--- src/inc/memory_controller_pkg.sv ---
// constants used by the memory controller unit; the bench and checker repeat the values as literals
package memory_controller_pkg;

	// ************************************************************
	// register map
	// ************************************************************
	localparam logic [7:0] REMAP_CONTROL_OFFS = 8'h00;
	localparam logic [7:0] ABORT_STATUS_OFFS  = 8'h04;
	localparam logic [7:0] ABORT_ADDRESS_OFFS = 8'h08;

	localparam int REMAP_TOGGLE_BIT_POS    = 0;
	localparam int UNDEFINED_ADDR_FLAG_POS = 0;
	localparam int MISALIGNED_FLAG_POS     = 1;
	localparam int ABORT_SIZE_FIELD_POS    = 8;
	localparam int ABORT_TYPE_FIELD_POS    = 10;
	localparam int DMA_LAST_ABORT_FLAG_POS = 16;
	localparam int CPU_LAST_ABORT_FLAG_POS = 17;
	localparam int DMA_ABORT_SEEN_FLAG_POS = 24;
	localparam int CPU_ABORT_SEEN_FLAG_POS = 25;

	localparam logic [31:0] ABORT_STATUS_RESET  = 32'h0000_0000;
	localparam logic [31:0] ABORT_ADDRESS_RESET = 32'h0000_0000;
	localparam logic        REMAP_RESET         = 1'b0;

	// ************************************************************
	// access encodings
	// ************************************************************
	localparam logic [1:0] SIZE_BYTE  = 2'h0;
	localparam logic [1:0] SIZE_HALF  = 2'h1;
	localparam logic [1:0] SIZE_WORD  = 2'h2;
	localparam logic [1:0] TYPE_READ  = 2'h0;
	localparam logic [1:0] TYPE_WRITE = 2'h1;
	localparam logic [1:0] TYPE_FETCH = 2'h2;

	// ************************************************************
	// address decode
	// ************************************************************
	localparam logic [3:0] REGION_INTERNAL = 4'h0;
	localparam logic [3:0] REGION_PERIPH   = 4'hF;
	localparam logic [7:0] SLOT_AREA0      = 8'h00;
	localparam logic [7:0] SLOT_FLASH      = 8'h01;
	localparam logic [7:0] SLOT_SRAM       = 8'h02;
	localparam logic [7:0] SLOT_SILENT     = 8'h03;
	localparam int         SLOT_BITS       = 20;

endpackage

--- src/rtl/memory_controller_unit.sv ---
// memory controller unit: arbiter, decoder, remap, misalignment and abort capture
`timescale 1ns/1ps

// How it works
// - dma master always wins over processor
// - top address nibble selects the region
// - undefined regions abort the access
// - next eight bits pick a 1-Mbyte slot
// - small memories alias across their slot
// - unassigned internal slots abort
// - slot three aborts only when misaligned, selects nothing
// - remap picks flash or sram for area zero
// - area zero memory also at home address
// - writing one toggles remap, reset clears
// - abort goes to both masters
// - full abort address is captured
// - abort size and type are recorded
// - undefined and misaligned flags per cause
// - last aborting master is marked
// - per-master sticky flags, cleared by read
// - data abort captures data address
// - misaligned word or half-word aborts
// - instruction fetches skip alignment check
// - little-endian accesses only
// - size field: byte, half, word
// - type field: read, write, fetch
// - writing zero leaves remap alone
module memory_controller_unit #(
	parameter int FLASH_AW = 18,
	parameter int SRAM_AW  = 16
) (
	input  wire logic        pclk,
	input  wire logic        presetn,
	input  wire logic        psel,
	input  wire logic        penable,
	input  wire logic        pwrite,
	input  wire logic [7:0]  paddr,
	input  wire logic [31:0] pwdata,
	output logic [31:0]      prdata,
	output logic             pready,
	output logic             pslverr,
	input  wire logic        dma_req,
	input  wire logic [31:0] dma_addr,
	input  wire logic        dma_wr,
	input  wire logic [1:0]  dma_size,
	input  wire logic [31:0] dma_wdata,
	input  wire logic        cpu_req,
	input  wire logic [31:0] cpu_addr,
	input  wire logic        cpu_wr,
	input  wire logic        cpu_fetch,
	input  wire logic [1:0]  cpu_size,
	input  wire logic [31:0] cpu_wdata,
	output logic             dma_grant,
	output logic             cpu_grant,
	output logic             abort,
	output logic             flash_sel,
	output logic             sram_sel,
	output logic             periph_sel,
	output logic             mem_wr,
	output logic [1:0]       mem_size,
	output logic [31:0]      mem_addr,
	output logic [31:0]      mem_wdata,
	output logic             remap_active
);

	// the alias mask cannot reach past one 1-Mbyte slot
	if (FLASH_AW < 1 || FLASH_AW > memory_controller_pkg::SLOT_BITS ||
		SRAM_AW < 1 || SRAM_AW > memory_controller_pkg::SLOT_BITS) begin
		$error("memory address widths must lie within one slot");
	end

	// ************************************************************
	// arbitration
	// ************************************************************
	logic        use_dma;
	logic        any_req;
	logic [31:0] a_addr;
	logic        a_wr;
	logic        a_fetch;
	logic [1:0]  a_size;
	logic [31:0] a_wdata;

	always_comb begin
		use_dma = dma_req;
		any_req = dma_req | cpu_req;
		a_addr  = use_dma ? dma_addr : cpu_addr;
		a_wr    = use_dma ? dma_wr : cpu_wr;
		a_fetch = use_dma ? 1'b0 : cpu_fetch;
		a_size  = use_dma ? dma_size : cpu_size;
		a_wdata = use_dma ? dma_wdata : cpu_wdata;
	end

	// ************************************************************
	// decode
	// ************************************************************
	logic        remap_ff;
	logic        hit_flash;
	logic        hit_sram;
	logic        hit_periph;
	logic        hit_silent;
	logic        undef;
	logic        misalign;
	logic        do_abort;
	logic [7:0]  slot;
	logic [31:0] alias_addr;

	// keeps only the low bits a memory really decodes
	function automatic logic [31:0] alias_mask(input logic [31:0] addr, input int aw);
		logic [31:0] m;
		m = (32'h0000_0001 << aw) - 32'h0000_0001;
		return addr & m;
	endfunction

	always_comb begin
		slot       = a_addr[27:20];
		hit_flash  = 1'b0;
		hit_sram   = 1'b0;
		hit_periph = 1'b0;
		hit_silent = 1'b0;
		undef      = 1'b0;
		alias_addr = a_addr;
		if (a_addr[31:28] == memory_controller_pkg::REGION_PERIPH) begin
			hit_periph = 1'b1;
		end else if (a_addr[31:28] == memory_controller_pkg::REGION_INTERNAL) begin
			if (slot == memory_controller_pkg::SLOT_AREA0) begin
				hit_flash = ~remap_ff;
				hit_sram  = remap_ff;
			end else if (slot == memory_controller_pkg::SLOT_FLASH) begin
				hit_flash = 1'b1;
			end else if (slot == memory_controller_pkg::SLOT_SRAM) begin
				hit_sram = 1'b1;
			end else if (slot == memory_controller_pkg::SLOT_SILENT) begin
				hit_silent = 1'b1;
			end else begin
				undef = 1'b1;
			end
		end else begin
			undef = 1'b1;
		end
		// peripherals decode their own address, so it passes unaliased
		if (hit_flash) begin
			alias_addr = alias_mask(a_addr, FLASH_AW);
		end else if (hit_sram) begin
			alias_addr = alias_mask(a_addr, SRAM_AW);
		end
		// fetches are exempt: prefetch aborts are handled by the core itself
		misalign = ~a_fetch &
			(((a_size == memory_controller_pkg::SIZE_WORD) && (a_addr[1:0] != 2'h0)) ||
			((a_size == memory_controller_pkg::SIZE_HALF) && a_addr[0]));
		do_abort = any_req & (undef | misalign);
	end

	// ************************************************************
	// access issue
	// ************************************************************
	// a grant is a one-cycle pulse for each edge that takes a request
	always_ff @(posedge pclk or negedge presetn) begin
		if (!presetn) begin
			dma_grant <= 1'b0;
			cpu_grant <= 1'b0;
		end else begin
			dma_grant <= dma_req;
			cpu_grant <= cpu_req & ~dma_req;
		end
	end

	// one abort line feeds both masters; each decides if it applies
	always_ff @(posedge pclk or negedge presetn) begin
		if (!presetn) begin
			abort <= 1'b0;
		end else begin
			abort <= do_abort;
		end
	end

	// misaligned accesses are cancelled, so no select reaches a memory
	always_ff @(posedge pclk or negedge presetn) begin
		if (!presetn) begin
			flash_sel  <= 1'b0;
			sram_sel   <= 1'b0;
			periph_sel <= 1'b0;
			mem_wr     <= 1'b0;
			mem_size   <= 2'h0;
			mem_addr   <= 32'h0000_0000;
			mem_wdata  <= 32'h0000_0000;
		end else begin
			flash_sel  <= any_req & hit_flash & ~misalign;
			sram_sel   <= any_req & hit_sram & ~misalign;
			periph_sel <= any_req & hit_periph & ~misalign;
			mem_wr     <= any_req & a_wr & ~do_abort & ~hit_silent;
			mem_size   <= a_size;
			mem_addr   <= alias_addr;
			mem_wdata  <= a_wdata;
		end
	end

	// ************************************************************
	// apb slave
	// ************************************************************
	logic       setup;
	logic       access;
	logic       reg_hit;
	logic       rd_status;
	logic [1:0] read_seen_ff;
	logic       wr_remap;

	always_comb begin
		setup    = psel & ~penable;
		access   = psel & penable & pready;
		reg_hit  = (paddr == memory_controller_pkg::REMAP_CONTROL_OFFS) ||
			(paddr == memory_controller_pkg::ABORT_STATUS_OFFS) ||
			(paddr == memory_controller_pkg::ABORT_ADDRESS_OFFS);
		rd_status = access & ~pwrite & (paddr == memory_controller_pkg::ABORT_STATUS_OFFS);
		wr_remap  = access & pwrite & (paddr == memory_controller_pkg::REMAP_CONTROL_OFFS);
	end

	// ************************************************************
	// remap state
	// ************************************************************
	always_ff @(posedge pclk or negedge presetn) begin
		if (!presetn) begin
			remap_ff     <= memory_controller_pkg::REMAP_RESET;
			remap_active <= memory_controller_pkg::REMAP_RESET;
		end else begin
			// a toggle, not a set: the same write undoes a remap
			if (wr_remap && pwdata[memory_controller_pkg::REMAP_TOGGLE_BIT_POS]) begin
				remap_ff     <= ~remap_ff;
				remap_active <= ~remap_ff;
			end
		end
	end

	// ************************************************************
	// abort capture
	// ************************************************************
	logic        undefined_addr_flag_ff;
	logic        misaligned_flag_ff;
	logic [1:0]  abort_size_field_ff;
	logic [1:0]  abort_type_field_ff;
	logic        dma_last_abort_flag_ff;
	logic        cpu_last_abort_flag_ff;
	logic        dma_abort_seen_flag_ff;
	logic        cpu_abort_seen_flag_ff;
	logic [31:0] abort_address_field_ff;
	logic [31:0] status_word;

	always_ff @(posedge pclk or negedge presetn) begin
		if (!presetn) begin
			undefined_addr_flag_ff <= 1'b0;
			misaligned_flag_ff     <= 1'b0;
			abort_size_field_ff    <= 2'h0;
			abort_type_field_ff    <= 2'h0;
			dma_last_abort_flag_ff <= 1'b0;
			cpu_last_abort_flag_ff <= 1'b0;
			abort_address_field_ff <= memory_controller_pkg::ABORT_ADDRESS_RESET;
		end else if (do_abort) begin
			abort_address_field_ff <= a_addr;
			undefined_addr_flag_ff <= undef;
			misaligned_flag_ff     <= misalign;
			abort_size_field_ff    <= a_size;
			abort_type_field_ff    <= a_fetch ? memory_controller_pkg::TYPE_FETCH :
				(a_wr ? memory_controller_pkg::TYPE_WRITE : memory_controller_pkg::TYPE_READ);
			dma_last_abort_flag_ff <= use_dma;
			cpu_last_abort_flag_ff <= ~use_dma;
		end
	end

	// only bits that software actually saw are cleared; a new abort always wins
	always_ff @(posedge pclk or negedge presetn) begin
		if (!presetn) begin
			dma_abort_seen_flag_ff <= 1'b0;
			cpu_abort_seen_flag_ff <= 1'b0;
		end else begin
			if (do_abort && use_dma) begin
				dma_abort_seen_flag_ff <= 1'b1;
			end else if (rd_status && read_seen_ff[0]) begin
				dma_abort_seen_flag_ff <= 1'b0;
			end
			if (do_abort && !use_dma) begin
				cpu_abort_seen_flag_ff <= 1'b1;
			end else if (rd_status && read_seen_ff[1]) begin
				cpu_abort_seen_flag_ff <= 1'b0;
			end
		end
	end

	// reserved bits read as zero
	always_comb begin
		status_word = memory_controller_pkg::ABORT_STATUS_RESET;
		status_word[memory_controller_pkg::UNDEFINED_ADDR_FLAG_POS] = undefined_addr_flag_ff;
		status_word[memory_controller_pkg::MISALIGNED_FLAG_POS]     = misaligned_flag_ff;
		status_word[memory_controller_pkg::ABORT_SIZE_FIELD_POS +: 2] = abort_size_field_ff;
		status_word[memory_controller_pkg::ABORT_TYPE_FIELD_POS +: 2] = abort_type_field_ff;
		status_word[memory_controller_pkg::DMA_LAST_ABORT_FLAG_POS] = dma_last_abort_flag_ff;
		status_word[memory_controller_pkg::CPU_LAST_ABORT_FLAG_POS] = cpu_last_abort_flag_ff;
		status_word[memory_controller_pkg::DMA_ABORT_SEEN_FLAG_POS] = dma_abort_seen_flag_ff;
		status_word[memory_controller_pkg::CPU_ABORT_SEEN_FLAG_POS] = cpu_abort_seen_flag_ff;
	end

	// ************************************************************
	// apb answer
	// ************************************************************
	// zero wait states: every setup cycle is answered in the next clock
	always_ff @(posedge pclk or negedge presetn) begin
		if (!presetn) begin
			pready  <= 1'b0;
			pslverr <= 1'b0;
		end else begin
			pready  <= setup;
			pslverr <= setup & ~reg_hit;
		end
	end

	// read data is sampled in the setup cycle so the access cycle can answer from a flop
	always_ff @(posedge pclk or negedge presetn) begin
		if (!presetn) begin
			prdata       <= 32'h0000_0000;
			read_seen_ff <= 2'h0;
		end else begin
			if (setup && !pwrite) begin
				unique case (paddr)
					memory_controller_pkg::ABORT_STATUS_OFFS: begin
						prdata       <= status_word;
						read_seen_ff <= {cpu_abort_seen_flag_ff, dma_abort_seen_flag_ff};
					end
					memory_controller_pkg::ABORT_ADDRESS_OFFS: begin
						prdata       <= abort_address_field_ff;
						read_seen_ff <= 2'h0;
					end
					default: begin
						prdata       <= 32'h0000_0000;
						read_seen_ff <= 2'h0;
					end
				endcase
			end
		end
	end

endmodule

--- config.mk ---
export PLATFORM = sky130hd
export DESIGN_NAME = memory_controller_unit
export DESIGN_NICKNAME = d
export VERILOG_FILES = /design/src/inc/memory_controller_pkg.sv /design/src/rtl/memory_controller_unit.sv
export SDC_FILE = /design/constraint.sdc
export NUM_CORES = 1
export LEC_CHECK = 0
export BUFFER_PORTS_ARGS = -buffer_cell sky130_fd_sc_hd__buf_2
export CAP_MARGIN = 10
export CORE_MARGIN = 2
export CORE_UTILIZATION = 46
export DETAILED_ROUTE_END_ITERATION = 6
export GPL_ROUTABILITY_DRIVEN = 0
export PLACE_DENSITY = 0.81
export SYNTH_ARGS = -nofsm -noshare
export SYNTH_HDL_FRONTEND = slang
export SYNTH_SLANG_ARGS = --single-unit
--- constraint.sdc ---
create_clock -name pclk -period 1.4 [get_ports pclk]
set_input_delay 0.28 -clock pclk [delete_from_list [all_inputs] [get_ports pclk]]
set_output_delay 0.28 -clock pclk [all_outputs]
set_load 0.005 [all_outputs]
==> run_summary.xml, run 1 <==
<?xml version="1.0" encoding="UTF-8"?>
<metrics>
  <group name="yosys">
    <metric name="post_synth_inst_count" unit="">471</metric>
    <metric name="register_area_share_after_synthesis" unit="%">62.0</metric>
    <metric name="post-synth-top-area-cell" unit="">dfrtp_1</metric>
    <metric name="ys_ff_latch" unit="">152</metric>
    <metric name="synthTopCellsByCount" unit="">dfrtp_1 (152), nand2_1 (67), mux2_2 (66), nand3_1 (28), mux2_4 (24)</metric>
    <metric name="synthesis.area_per_instance" unit="sq um">13.0</metric>
    <metric name="async_flop_share" unit="%">100</metric>
    <metric name="yosysWarnings" unit="">0</metric>
    <metric name="synth_cell_type_count" unit="">44</metric>
    <metric name="synth_enable_flop_cells" unit="">0</metric>
    <metric name="yosys_most_used_dff" unit="">dfrtp_1</metric>
    <metric name="syn-num-nets" unit="">653</metric>
    <metric name="post-synth-top-count-cell" unit="">dfrtp_1</metric>
    <metric name="synth_area_leaders" unit="">dfrtp_1 (62%), mux2_2 (12%), mux2_4 (5.9%)</metric>
    <metric name="yosysTopAreaCellShare" unit="%">62.0</metric>
    <metric name="post_syn_area" unit="sq um">6130</metric>
  </group>
  <group name="critical_path">
    <metric name="crit_fanout" unit="">16</metric>
    <metric name="startpoint" unit="">dma_req</metric>
    <metric name="timing.critical_path.cells" unit="">buf_16, mux2_4, nor3b_4, o21ai_4, o21ai_4, buf_12, mux2_2</metric>
    <metric name="crit_top_cell" unit="">o21ai_4</metric>
    <metric name="cpMaxStageDelayCell" unit="">mux2_2</metric>
    <metric name="critical_path_arrival" unit="ns">1.78</metric>
    <metric name="startpoint_of_the_worst_slack_reg_to_reg_timing_path" unit="">remap_ff$_DFFE_PN0P_</metric>
    <metric name="worstSetupPathDepth" unit="">7</metric>
    <metric name="worstSetupPathType" unit="">in -&gt; reg</metric>
    <metric name="slowest_delay" unit="ns">0.35</metric>
    <metric name="critPathBufInv" unit="">2</metric>
    <metric name="timing.critical_path.from_type" unit="">primary input</metric>
    <metric name="required" unit="ns">1.71</metric>
    <metric name="crit_end_category" unit="">flop</metric>
    <metric name="r2r_cell_count" unit="">4</metric>
    <metric name="critical_path.top_delay_family" unit="">multiplexers</metric>
  </group>
  <group name="power">
    <metric name="power_switching_share" unit="%">23.9</metric>
    <metric name="static-leakage-power" unit="nW">4.56</metric>
    <metric name="cell_internal_pwr" unit="mW">8.42</metric>
    <metric name="clockPowerShare" unit="%">43.4</metric>
    <metric name="post-layout-total-power" unit="mW">11.1</metric>
    <metric name="power_frac_seq" unit="%">43.9</metric>
    <metric name="power-per-cell-area" unit="nW/um^2">1260</metric>
    <metric name="power.share.combinational" unit="%">12.7</metric>
    <metric name="irDropWorstVdd" unit="mV">0.673</metric>
    <metric name="switching_power" unit="mW">2.65</metric>
  </group>
  <group name="die">
    <metric name="die_outline_area" unit="sq um">14300</metric>
    <metric name="dieWidth" unit="microns">119</metric>
    <metric name="floorplan.io_pins" unit="">290</metric>
    <metric name="fp-row-count" unit="">42</metric>
    <metric name="core-area" unit="sq um">13100</metric>
    <metric name="die_height" unit="microns">119</metric>
    <metric name="start_util" unit="%">46.7</metric>
  </group>
  <group name="clocking">
    <metric name="clkLatencyLatePin" unit="ns">0.43</metric>
    <metric name="numClockSinks" unit="">152</metric>
    <metric name="cts_setup_buffers" unit="">0</metric>
    <metric name="cts_buffers" unit="">17</metric>
    <metric name="clk_root_buffer_cell" unit="">clkbuf_16</metric>
    <metric name="htree_num_levels" unit="">4</metric>
    <metric name="tritoncts" unit="">done</metric>
    <metric name="path_clk_slew" unit="ns">0.06</metric>
    <metric name="ctsLongestPathBuffers" unit="">2</metric>
  </group>
  <group name="route">
    <metric name="drc" unit="">0</metric>
    <metric name="viasPerCell" unit="">5.12</metric>
    <metric name="average_wire_length_per_cell_after_detail_routing" unit="microns">18.2</metric>
    <metric name="route.vias.total" unit="">4924</metric>
    <metric name="detail-route-antenna-nets" unit="">0</metric>
    <metric name="firstDrtPassIters" unit="">4</metric>
    <metric name="postRouteWirelength" unit="mm">17.5</metric>
    <metric name="drt_first_iter_violations" unit="">346</metric>
  </group>
  <group name="sta">
    <metric name="layout_min_cycle_time" unit="ns">1.47</metric>
    <metric name="final_min_period_over_clock_period" unit="%">105</metric>
    <metric name="max_freq" unit="MHz">682</metric>
    <metric name="final.setup_skew" unit="ns">0.0123</metric>
    <metric name="tightest_slew" unit="ns">0.441</metric>
    <metric name="final_max_slew_viol_count" unit="">0</metric>
    <metric name="worst_slack" unit="ns">-0.0654</metric>
    <metric name="finalHoldViolations" unit="">0</metric>
    <metric name="worst_slew_margin_rel" unit="%">70.6</metric>
    <metric name="setup_viol_count_final" unit="">29</metric>
    <metric name="grt_setup_unrepaired" unit="">true</metric>
  </group>
  <group name="grt">
    <metric name="gr-max-usage-layer" unit="">met2</metric>
    <metric name="grt_max_degree" unit="">45</metric>
    <metric name="track_usage" unit="%">25.0</metric>
    <metric name="vias_in_the_first_global_route" unit="">5290</metric>
    <metric name="grt-ovfl-total" unit="">0</metric>
    <metric name="number_of_antenna_violations_at_the_first_check_in_global_routing" unit="">0</metric>
    <metric name="grt.met3_usage" unit="%">7.04</metric>
    <metric name="met2_routing_resource_usage_after_global_routing" unit="%">44.3</metric>
    <metric name="grt_first_pass_wirelength" unit="mm">26.9</metric>
    <metric name="gr-usage-met1" unit="%">28.7</metric>
  </group>
  <group name="cells_and_area">
    <metric name="area_growth_syn_to_layout" unit="%">42.9</metric>
    <metric name="final_design_area_no_fill" unit="sq um">8770</metric>
    <metric name="fin_nets" unit="">954</metric>
    <metric name="post_route_cells_drive_above_1_share" unit="%">56.2</metric>
    <metric name="n_antenna_cell" unit="">0</metric>
    <metric name="final_core_util" unit="%">66.7</metric>
  </group>
  <group name="worst_hold_path">
    <metric name="tightest_hold_check_type" unit="">in -&gt; reg</metric>
    <metric name="hold-path-cell-count" unit="">2</metric>
    <metric name="hold_start" unit="">dma_wdata[21]</metric>
  </group>
  <group name="run_status">
    <metric name="failed_checks" unit="">negative setup slack</metric>
    <metric name="run_status" unit="">complete, but fails checks</metric>
  </group>
  <group name="run">
    <metric name="cap_violations" unit="">0</metric>
  </group>
  <group name="placed_design">
    <metric name="place.port_buffers" unit="">258</metric>
    <metric name="dp.final_hpwl" unit="mm">12.9</metric>
    <metric name="dpl-instance-area" unit="sq um">8040</metric>
  </group>
</metrics>
## layout make-up
class	count	area (sq um)
Tap cell	176	220
Sequential cell	152	3800
Clock buffer	20	457
Multi-Input combinational cell	286	2280
Fill cell	985	4370
Inverter	9	33.8
Clock inverter	12	165
Timing Repair Buffer	306	1810
## state kept, by name, summed over array words and instances, names as in the netlist, 2 cells and up
register,flops
abort_address_field_ff,32
abort_size_field_ff,2
abort_type_field_ff,2
mem_addr,32
mem_size,2
mem_wdata,32
prdata,32
read_seen_ff,2
## path summary, 6_finish.rpt
| check | to | slack (ns) |
|---|---|---|
| setup / recovery | abort_address_field_ff[14]$_DFFE_PN0N_ | -0.07 |
| hold / removal | mem_wdata[21]$_DFF_PN0_ | 0.09 |
| setup reg to reg | mem_wr$_DFF_PN0_ | 0.04 |
| hold reg to reg | prdata[21]$_DFFE_PN0P_ | 0.46 |
| max in group asynchronous | mem_addr[16]$_DFF_PN0_ | 0.49 |
| min in group asynchronous | prdata[2]$_DFFE_PN0P_ | 0.34 |
## repair_timing
item	4_1_cts	5_1_grt
cloned	1	0
hold endpoints to repair	35	0
endpoints found under the setup margin	49	42
gates resized for setup	9	10
hold buffers	1	0
pin swaps	1	3
## layout by cell type (no fill, tap or decap), drive strengths merged, types with 2 or more instances in the layout
cell	n
o21bai	2
a2bb2oi	2
nor3	3
buf	305
a21oi	5
nor3b	3
dfrtp	152
mux2	90
bufinv	3
o21ai	18
o31ai	2
inv	13
and2	3
clkinvlp	2
mux2i	8
o211ai	2
a211oi	2
nand3	29
clkbuf	20
clkinv	3
a22oi	10
nand2	67
a21boi	2
o21a	2
nor4	5
nor2b	3
nand2b	2
nor2	15
a21o	2
## kinds of logic (layout without fill, tap and decap cells)
kind of cell           Yosys count  after routing  synth area share [%]
flip-flops                     152            152                  62.0
AND/OR/NAND/NOR                134            134                  9.93
multiplexers                    98             98                  19.3
AO/OA/AOI/OAI                   53             53                  5.92
buffers and inverters           33            347                  2.69
XOR/XNOR                         1              1                 0.143
## power groups by stage
stage,combinational [mW],sequential [mW],clock [mW]
global placement,1.31,4.91,0
detailed placement,1.37,4.92,0
global route,1.52,4.88,5.07
CTS,1.40,4.85,4.85
floorplan,0.611,4.91,0
finish,1.41,4.85,4.81
## worst reg2reg max path, stage by stage, from the launching register on
cell and delay [ns]:
dfrtp_1 0.48, a211oi_1 0.12, a21oi_1 0.19, nor2b_1 0.32, a211oi_2 0.11
## through the flow
stage | instances | setup TNS (ns) | hold slack [ns] | setup WS, ns
detailed placement | 927 | -44.13 | 0.235 | -0.657
floorplan | 471 | -18.09 | -0.0156 | -0.541
CTS | 961 | -1.83 | 0.0750 | -0.0950
global route | 961 | -1.95 | 0.0749 | -0.107
finish | 961 | -0.862 | 0.0868 | -0.0654
global placement | 927 | -37.08 | 0.236 | -0.615
## layer usage
metal  vias up  part of all wire [%]
li1       2234                     -
met1      2403                    38
met2       255                    53
met3        32                   7.3
met4         0                   2.1
met5         -                     0
Note: power is estimated with default switching activity, not from simulation.
==> inputs of run 2 (changes only) <==
Settings changed: PLACE_DENSITY 0.81 to 0.79.
==> run 2 against run 1 <==
Against the previous run:
- the flow still finishes with violations (negative setup slack)
- via count unchanged
- non-clock buffer count is 6 higher
- setup slack worse by 0.090 ns
- first-iteration DRC count increased by 2.0%
- critical path depth increased by 1
==> run_summary.xml, run 2 (same netlist as run 1, synthesis figures left out) <==
<?xml version="1.0" encoding="UTF-8"?>
<metrics>
  <group name="cells_and_area">
    <metric name="layout.cells.most_common" unit="">buf_2</metric>
    <metric name="final_design_area_no_fill" unit="sq um">8880</metric>
    <metric name="n_antenna_cell" unit="">0</metric>
    <metric name="fin_nets" unit="">960</metric>
    <metric name="layout.cells.most_common_list" unit="">buf_2 (256), dfrtp_1 (152), nand2_1 (67)</metric>
    <metric name="area_growth_syn_to_layout" unit="%">44.8</metric>
    <metric name="post_route_cells_drive_above_1_share" unit="%">57.1</metric>
    <metric name="nFillCells" unit="">960</metric>
  </group>
  <group name="sta">
    <metric name="final_min_period_over_clock_period" unit="%">111</metric>
    <metric name="layout_min_cycle_time" unit="ns">1.56</metric>
    <metric name="worst_slew_margin_rel" unit="%">71.3</metric>
    <metric name="final_max_slew_viol_count" unit="">0</metric>
    <metric name="max_freq" unit="MHz">643</metric>
    <metric name="grt_setup_unrepaired" unit="">true</metric>
    <metric name="setup_viol_count_final" unit="">30</metric>
    <metric name="finalSetupTns" unit="ns">-2.54</metric>
    <metric name="final.setup_skew" unit="ns">0.0115</metric>
    <metric name="hold-worst-slack" unit="ns">0.0903</metric>
    <metric name="worst_slack" unit="ns">-0.156</metric>
    <metric name="tightest_slew" unit="ns">0.430</metric>
    <metric name="finalHoldViolations" unit="">0</metric>
  </group>
  <group name="critical_path">
    <metric name="timing.critical_path.cells" unit="">buf_12, mux2_4, nand4_1, nand3_2, o21ai_4, buf_12, clkbuf_16, mux2_2</metric>
    <metric name="crit_fanout" unit="">6</metric>
    <metric name="timing.critical_path.from_type" unit="">primary input</metric>
    <metric name="required" unit="ns">1.71</metric>
    <metric name="slowest_delay" unit="ns">0.33</metric>
    <metric name="crit_end_category" unit="">flop</metric>
    <metric name="worstSetupPathType" unit="">in -&gt; reg</metric>
    <metric name="critPathBufInv" unit="">3</metric>
    <metric name="critical_path_arrival" unit="ns">1.86</metric>
    <metric name="critical_path.top_delay_family" unit="">multiplexers</metric>
    <metric name="crit_top_cell" unit="">buf_12</metric>
    <metric name="cpMaxStageDelayCell" unit="">mux2_2</metric>
  </group>
  <group name="clocking">
    <metric name="htree_num_levels" unit="">4</metric>
    <metric name="tritoncts" unit="">done</metric>
    <metric name="path_clk_slew" unit="ns">0.07</metric>
    <metric name="clk_root_buffer_cell" unit="">clkbuf_16</metric>
    <metric name="ctsLongestPathBuffers" unit="">2</metric>
    <metric name="cts_buffers" unit="">17</metric>
    <metric name="clkLatencyLatePin" unit="ns">0.42</metric>
    <metric name="numClockSinks" unit="">152</metric>
  </group>
  <group name="grt">
    <metric name="grt-ovfl-total" unit="">0</metric>
    <metric name="grt_first_pass_wirelength" unit="mm">26.6</metric>
    <metric name="track_usage" unit="%">24.4</metric>
    <metric name="number_of_antenna_violations_at_the_first_check_in_global_routing" unit="">0</metric>
    <metric name="grt_max_degree" unit="">45</metric>
    <metric name="vias_in_the_first_global_route" unit="">5353</metric>
  </group>
  <group name="route">
    <metric name="drc" unit="">0</metric>
    <metric name="postRouteWirelength" unit="mm">17.1</metric>
    <metric name="firstDrtPassIters" unit="">7</metric>
    <metric name="viasPerCell" unit="">5.09</metric>
    <metric name="detail-route-antenna-nets" unit="">0</metric>
    <metric name="route.vias.total" unit="">4924</metric>
    <metric name="drt_first_iter_violations" unit="">353</metric>
    <metric name="average_wire_length_per_cell_after_detail_routing" unit="microns">17.7</metric>
  </group>
  <group name="die">
    <metric name="start_util" unit="%">46.7</metric>
    <metric name="die_height" unit="microns">119</metric>
    <metric name="fp-row-count" unit="">42</metric>
    <metric name="core-area" unit="sq um">13100</metric>
    <metric name="dieWidth" unit="microns">119</metric>
    <metric name="floorplan.io_pins" unit="">290</metric>
    <metric name="die_outline_area" unit="sq um">14300</metric>
  </group>
  <group name="power">
    <metric name="irDropWorstVdd" unit="mV">0.586</metric>
    <metric name="power-per-cell-area" unit="nW/um^2">1210</metric>
    <metric name="power.share.combinational" unit="%">13.7</metric>
    <metric name="switching_power" unit="mW">2.69</metric>
    <metric name="static-leakage-power" unit="nW">4.58</metric>
    <metric name="cell_internal_pwr" unit="mW">8.06</metric>
    <metric name="clockPowerShare" unit="%">41.3</metric>
    <metric name="power_switching_share" unit="%">25.0</metric>
    <metric name="power_frac_seq" unit="%">45.0</metric>
  </group>
  <group name="run">
    <metric name="cap_violations" unit="">0</metric>
  </group>
  <group name="placed_design">
    <metric name="dp.final_hpwl" unit="mm">12.6</metric>
    <metric name="dpl-instance-area" unit="sq um">8080</metric>
    <metric name="place.port_buffers" unit="">258</metric>
  </group>
  <group name="run_status">
    <metric name="run_status" unit="">complete, but fails checks</metric>
    <metric name="failed_checks" unit="">negative setup slack</metric>
  </group>
  <group name="worst_hold_path">
    <metric name="tightest_hold_check_type" unit="">in -&gt; reg</metric>
  </group>
</metrics>
==> run 2: cell count changes in the layout (fill, tap and decap cells not counted), sizes merged <==
cell	change
buf	+4
clkinvlp	+3
bufinv	-2
inv	+2
clkbuf	-1
clkinv	-1
dlygate4sd3	+1
==> run 2: worst reg2reg max path, delay by kind of cell, from the launching register on <==
kind / cells / cell delay, ns
compound gates: 3 / 0.55
flops: 1 / 0.46
simple gates: 1 / 0.22
==> run 2: per-stage QoR <==
| step | cells | power [mW] | util [%] | setup slack [ns] |
|---|---|---|---|---|
| 2_1_floorplan | 471 | 5.52 | - | -0.541 |
| 3_3_place_gp | 928 | 6.22 | 61.5 | -0.599 |
| 3_5_place_dp | 928 | 6.28 | 61.5 | -0.649 |
| 4_1_cts | 965 | 10.8 | 66.9 | -0.0947 |
| 5_1_grt | 967 | 11.2 | 67.6 | -0.177 |
| 6_report | 967 | 10.8 | 67.6 | -0.156 |
==> run 2: layout make-up <==
type / count / area (sq um) / share of cell area, %
Clock buffer: 18 / 439 / 4.94
Tap cell: 176 / 220 / 2.48
Inverter: 9 / 33.8 / 0.380
Timing Repair Buffer: 312 / 1940 / 21.8
Sequential cell: 152 / 3800 / 42.8
Clock inverter: 14 / 140 / 1.58
Multi-Input combinational cell: 286 / 2310 / 26.0
==> run 2: layer usage <==
metal  vias up  track usage (%)  part of all wire, %
met4         0             9.49                  2.5
met3        34             6.70                  7.1
met1      2404             28.4                   39
li1       2252                -                    -
met2       234             42.6                   52
met5         -                0                    0
==> run 2: final timing paths <==
kind | startpoint | to | slack [ns] | cells after the start
setup / recovery | dma_req | abort_address_field_ff[12]$_DFFE_PN0N_ | -0.16 | 8
setup reg to reg | remap_ff$_DFFE_PN0P_ | mem_wr$_DFF_PN0_ | 0.10 | 4
hold / removal | cpu_wdata[6] | mem_wdata[6]$_DFF_PN0_ | 0.09 | 2
hold reg to reg | prdata[7]$_DFFE_PN0P_ | prdata[7]$_DFFE_PN0P_ | 0.47 | 2
max in group asynchronous | presetn | mem_wdata[9]$_DFF_PN0_ | 0.54 | 3
min in group asynchronous | presetn | abort_address_field_ff[1]$_DFFE_PN0N_ | 0.35 | 2
==> run 2: power groups by stage <==
stage / logic [mW] / registers, mW / clock network (mW)
finish: 1.47 / 4.84 / 4.44
global route: 1.58 / 4.87 / 4.71
CTS: 1.43 / 4.84 / 4.50
detailed placement: 1.36 / 4.92 / 0
global placement: 1.32 / 4.91 / 0
floorplan: 0.611 / 4.91 / 0
==> run 2: timing repair <==
item                       CTS  global route
buffers inserted             1             4
hold buffers                 2             0
cloned                       2             1
setup endpoints to repair   45            45
hold endpoints to repair    35             0
resized for setup           14            16
pin swaps                    4             9
==> inputs of run 3 (changes only) <==
Settings changed: REMOVE_ABC_BUFFERS from default to 1.
==> run 3 against run 2 <==
Against the previous run:
- the flow still finishes with violations (negative setup slack)
- clock power increased by 11%
- flip-flop and latch count unchanged
- critical path depth decreased by 1
- first-iteration DRC count decreased by 32%
- setup slack improved by 0.087 ns
- final cell count decreased by 0.31%
- sequential share of layout area increased by 0.43 points
- non-clock buffer count decreased by 3
- die area unchanged
- total power increased by 3.5%
- design area decreased by 0.96%
- critical path type unchanged
==> run_summary.xml, run 3 (same netlist as run 1, synthesis figures left out) <==
<?xml version="1.0" encoding="UTF-8"?>
<metrics>
  <group name="run_status">
    <metric name="run_status" unit="">complete, but fails checks</metric>
    <metric name="failed_checks" unit="">negative setup slack</metric>
  </group>
  <group name="route">
    <metric name="drc" unit="">0</metric>
    <metric name="detail-route-antenna-nets" unit="">0</metric>
    <metric name="route.vias.total" unit="">4838</metric>
    <metric name="postRouteWirelength" unit="mm">15.7</metric>
    <metric name="average_wire_length_per_cell_after_detail_routing" unit="microns">16.3</metric>
    <metric name="drt_first_iter_violations" unit="">241</metric>
    <metric name="route.met2.wl" unit="mm">8.00</metric>
    <metric name="detail_route.wirelength.met1" unit="mm">6.50</metric>
    <metric name="viasPerCell" unit="">5.02</metric>
    <metric name="met3_length" unit="microns">874</metric>
    <metric name="firstDrtPassIters" unit="">4</metric>
    <metric name="route.top_layer_used" unit="">met4</metric>
  </group>
  <group name="grt">
    <metric name="grt-ovfl-total" unit="">0</metric>
    <metric name="grt_first_pass_wirelength" unit="mm">25.1</metric>
    <metric name="track_usage" unit="%">22.8</metric>
    <metric name="vias_in_the_first_global_route" unit="">5097</metric>
    <metric name="grt_max_degree" unit="">53</metric>
    <metric name="number_of_antenna_violations_at_the_first_check_in_global_routing" unit="">0</metric>
  </group>
  <group name="sta">
    <metric name="final_max_slew_viol_count" unit="">0</metric>
    <metric name="max_freq" unit="MHz">681</metric>
    <metric name="worst_slew_margin_rel" unit="%">79.7</metric>
    <metric name="final_min_period_over_clock_period" unit="%">105</metric>
    <metric name="finalHoldViolations" unit="">0</metric>
    <metric name="setup_viol_count_final" unit="">26</metric>
    <metric name="tightest_slew" unit="ns">0.299</metric>
    <metric name="worst_slack" unit="ns">-0.0689</metric>
    <metric name="final.setup_skew" unit="ns">0.00535</metric>
    <metric name="layout_min_cycle_time" unit="ns">1.47</metric>
    <metric name="grt_setup_unrepaired" unit="">true</metric>
  </group>
  <group name="run">
    <metric name="cap_violations" unit="">0</metric>
  </group>
  <group name="placed_design">
    <metric name="dp.final_hpwl" unit="mm">11.4</metric>
    <metric name="place_ws" unit="ns">-0.761</metric>
    <metric name="dp.cells" unit="">924</metric>
    <metric name="place.port_buffers" unit="">258</metric>
  </group>
  <group name="power">
    <metric name="irDropWorstVdd" unit="mV">0.909</metric>
    <metric name="power-per-cell-area" unit="nW/um^2">1260</metric>
    <metric name="static-leakage-power" unit="nW">4.56</metric>
    <metric name="post-layout-total-power" unit="mW">11.1</metric>
  </group>
  <group name="worst_hold_path">
    <metric name="hold-path-cell-count" unit="">2</metric>
    <metric name="tightest_hold_check_type" unit="">in -&gt; reg</metric>
    <metric name="hold-path-endpoint" unit="">mem_wdata[23]$_DFF_PN0_</metric>
    <metric name="hold_start" unit="">cpu_wdata[23]</metric>
  </group>
  <group name="die">
    <metric name="start_util" unit="%">46.7</metric>
    <metric name="floorplan.io_pins" unit="">290</metric>
    <metric name="dieWidth" unit="microns">119</metric>
    <metric name="die_outline_area" unit="sq um">14300</metric>
    <metric name="core-area" unit="sq um">13100</metric>
    <metric name="die_height" unit="microns">119</metric>
    <metric name="fp-row-count" unit="">42</metric>
  </group>
  <group name="critical_path">
    <metric name="startpoint_of_the_worst_slack_reg_to_reg_timing_path" unit="">remap_ff$_DFFE_PN0P_</metric>
    <metric name="crit_top_cell" unit="">mux2_4</metric>
    <metric name="worst_r2r_dst" unit="">mem_wr$_DFF_PN0_</metric>
    <metric name="worstSetupPathType" unit="">in -&gt; reg</metric>
    <metric name="crit_end_category" unit="">flop</metric>
    <metric name="cpMaxStageDelayCell" unit="">mux2_4</metric>
    <metric name="timing.critical_path.cells" unit="">buf_16, mux2_4, o211a_1, o21ai_2, o21ai_4, buf_12, mux2_4</metric>
    <metric name="slowest_delay" unit="ns">0.31</metric>
    <metric name="r2r_cell_count" unit="">4</metric>
    <metric name="timing.critical_path.from_type" unit="">primary input</metric>
    <metric name="rrSetupSlack" unit="ns">0.15</metric>
    <metric name="crit_fanout" unit="">20</metric>
    <metric name="critical_path_arrival" unit="ns">1.77</metric>
    <metric name="required" unit="ns">1.70</metric>
  </group>
  <group name="clocking">
    <metric name="htree_num_levels" unit="">4</metric>
    <metric name="tritoncts" unit="">done</metric>
    <metric name="path_clk_slew" unit="ns">0.06</metric>
    <metric name="cts_buffers" unit="">17</metric>
    <metric name="clk_root_buffer_cell" unit="">clkbuf_16</metric>
    <metric name="numClockSinks" unit="">152</metric>
    <metric name="clkLatencyLatePin" unit="ns">0.42</metric>
    <metric name="ctsLongestPathBuffers" unit="">2</metric>
  </group>
  <group name="cells_and_area">
    <metric name="area_growth_syn_to_layout" unit="%">43.5</metric>
    <metric name="instances_no_fill" unit="">964</metric>
    <metric name="layout.cells.most_common_list" unit="">buf_2 (256), dfrtp_1 (151), nand2_1 (67)</metric>
    <metric name="n_antenna_cell" unit="">0</metric>
    <metric name="fin_nets" unit="">957</metric>
    <metric name="layout.cells.most_common" unit="">buf_2</metric>
    <metric name="post_route_cells_drive_above_1_share" unit="%">57.1</metric>
  </group>
</metrics>
run 3: changes by cell type in the layout (fill, tap and decap cells not counted), moves of 5 or more:
cell     delta
inv_6       -5
o21ai_1     -7
o21ai_0     +7
buf_4       +6
run 3: per-layer routing:
layer	vias to the layer above	track usage [%]
met5	-	0
met4	0	9.04
met3	32	5.08
met2	164	38.6
met1	2398	28.3
li1	2244	-
run 3: how the worst max path moves through the flow:
stage | to | cells after the start | slack, ns | start
detailed placement | abort_address_field_ff[18]$_DFFE_PN0N_ | 7 | -0.76 | dma_req
global placement | abort_address_field_ff[18]$_DFFE_PN0N_ | 7 | -0.73 | dma_req
CTS | abort_address_field_ff[15]$_DFFE_PN0N_ | 7 | -0.09 | dma_req
global route | abort_address_field_ff[15]$_DFFE_PN0N_ | 10 | -0.12 | dma_req
floorplan | prdata[0]$_DFFE_PN0P_ | 5 | -1.64 | paddr[5]
finish | abort_address_field_ff[6]$_DFFE_PN0N_ | 7 | -0.07 | dma_req
run 3: cell type report:
type                            instances  area (sq um)
Fill cell                            1008          4340
Sequential cell                       152          3800
Multi-Input combinational cell        286          2260
Timing Repair Buffer                  309          1840
Clock buffer                           19           443
Tap cell                              176           220
Clock inverter                         13           201
Inverter                                9          33.8
run 3: critical path, delay by kind of cell:
family / cells / cell delay, ns
multiplexers: 2 / 0.61
AO/OA/AOI/OAI: 3 / 0.56
buffers and inverters: 2 / 0.30
run 3: what timing repair did:
action	CTS	global route
hold buffers	1	0
setup endpoints to repair	47	70
resized for setup	14	21
cloned	1	0
setup buffers	5	2
hold endpoints to repair	26	0
pin swaps	1	7
run 3: report_power, final:
group	switching [mW]	internal (mW)
logic	0.586	0.763
clock network	1.75	3.20
registers	0.132	4.70
total	2.47	8.66
run 3: through the flow:
stage / hold WS, ns / TNS (ns) / utilization, % / instance area, sq um
CTS: 0.0742 / -1.09 / 66.5 / 8730
global placement: 0.173 / -39.07 / 60.6 / 7960
finish: 0.0891 / -1.09 / 67.0 / 8800
global route: 0.0748 / -2.14 / 67.0 / 8800
detailed placement: 0.177 / -46.12 / 60.6 / 7960
floorplan: -0.0156 / -79.90 / - / 6000
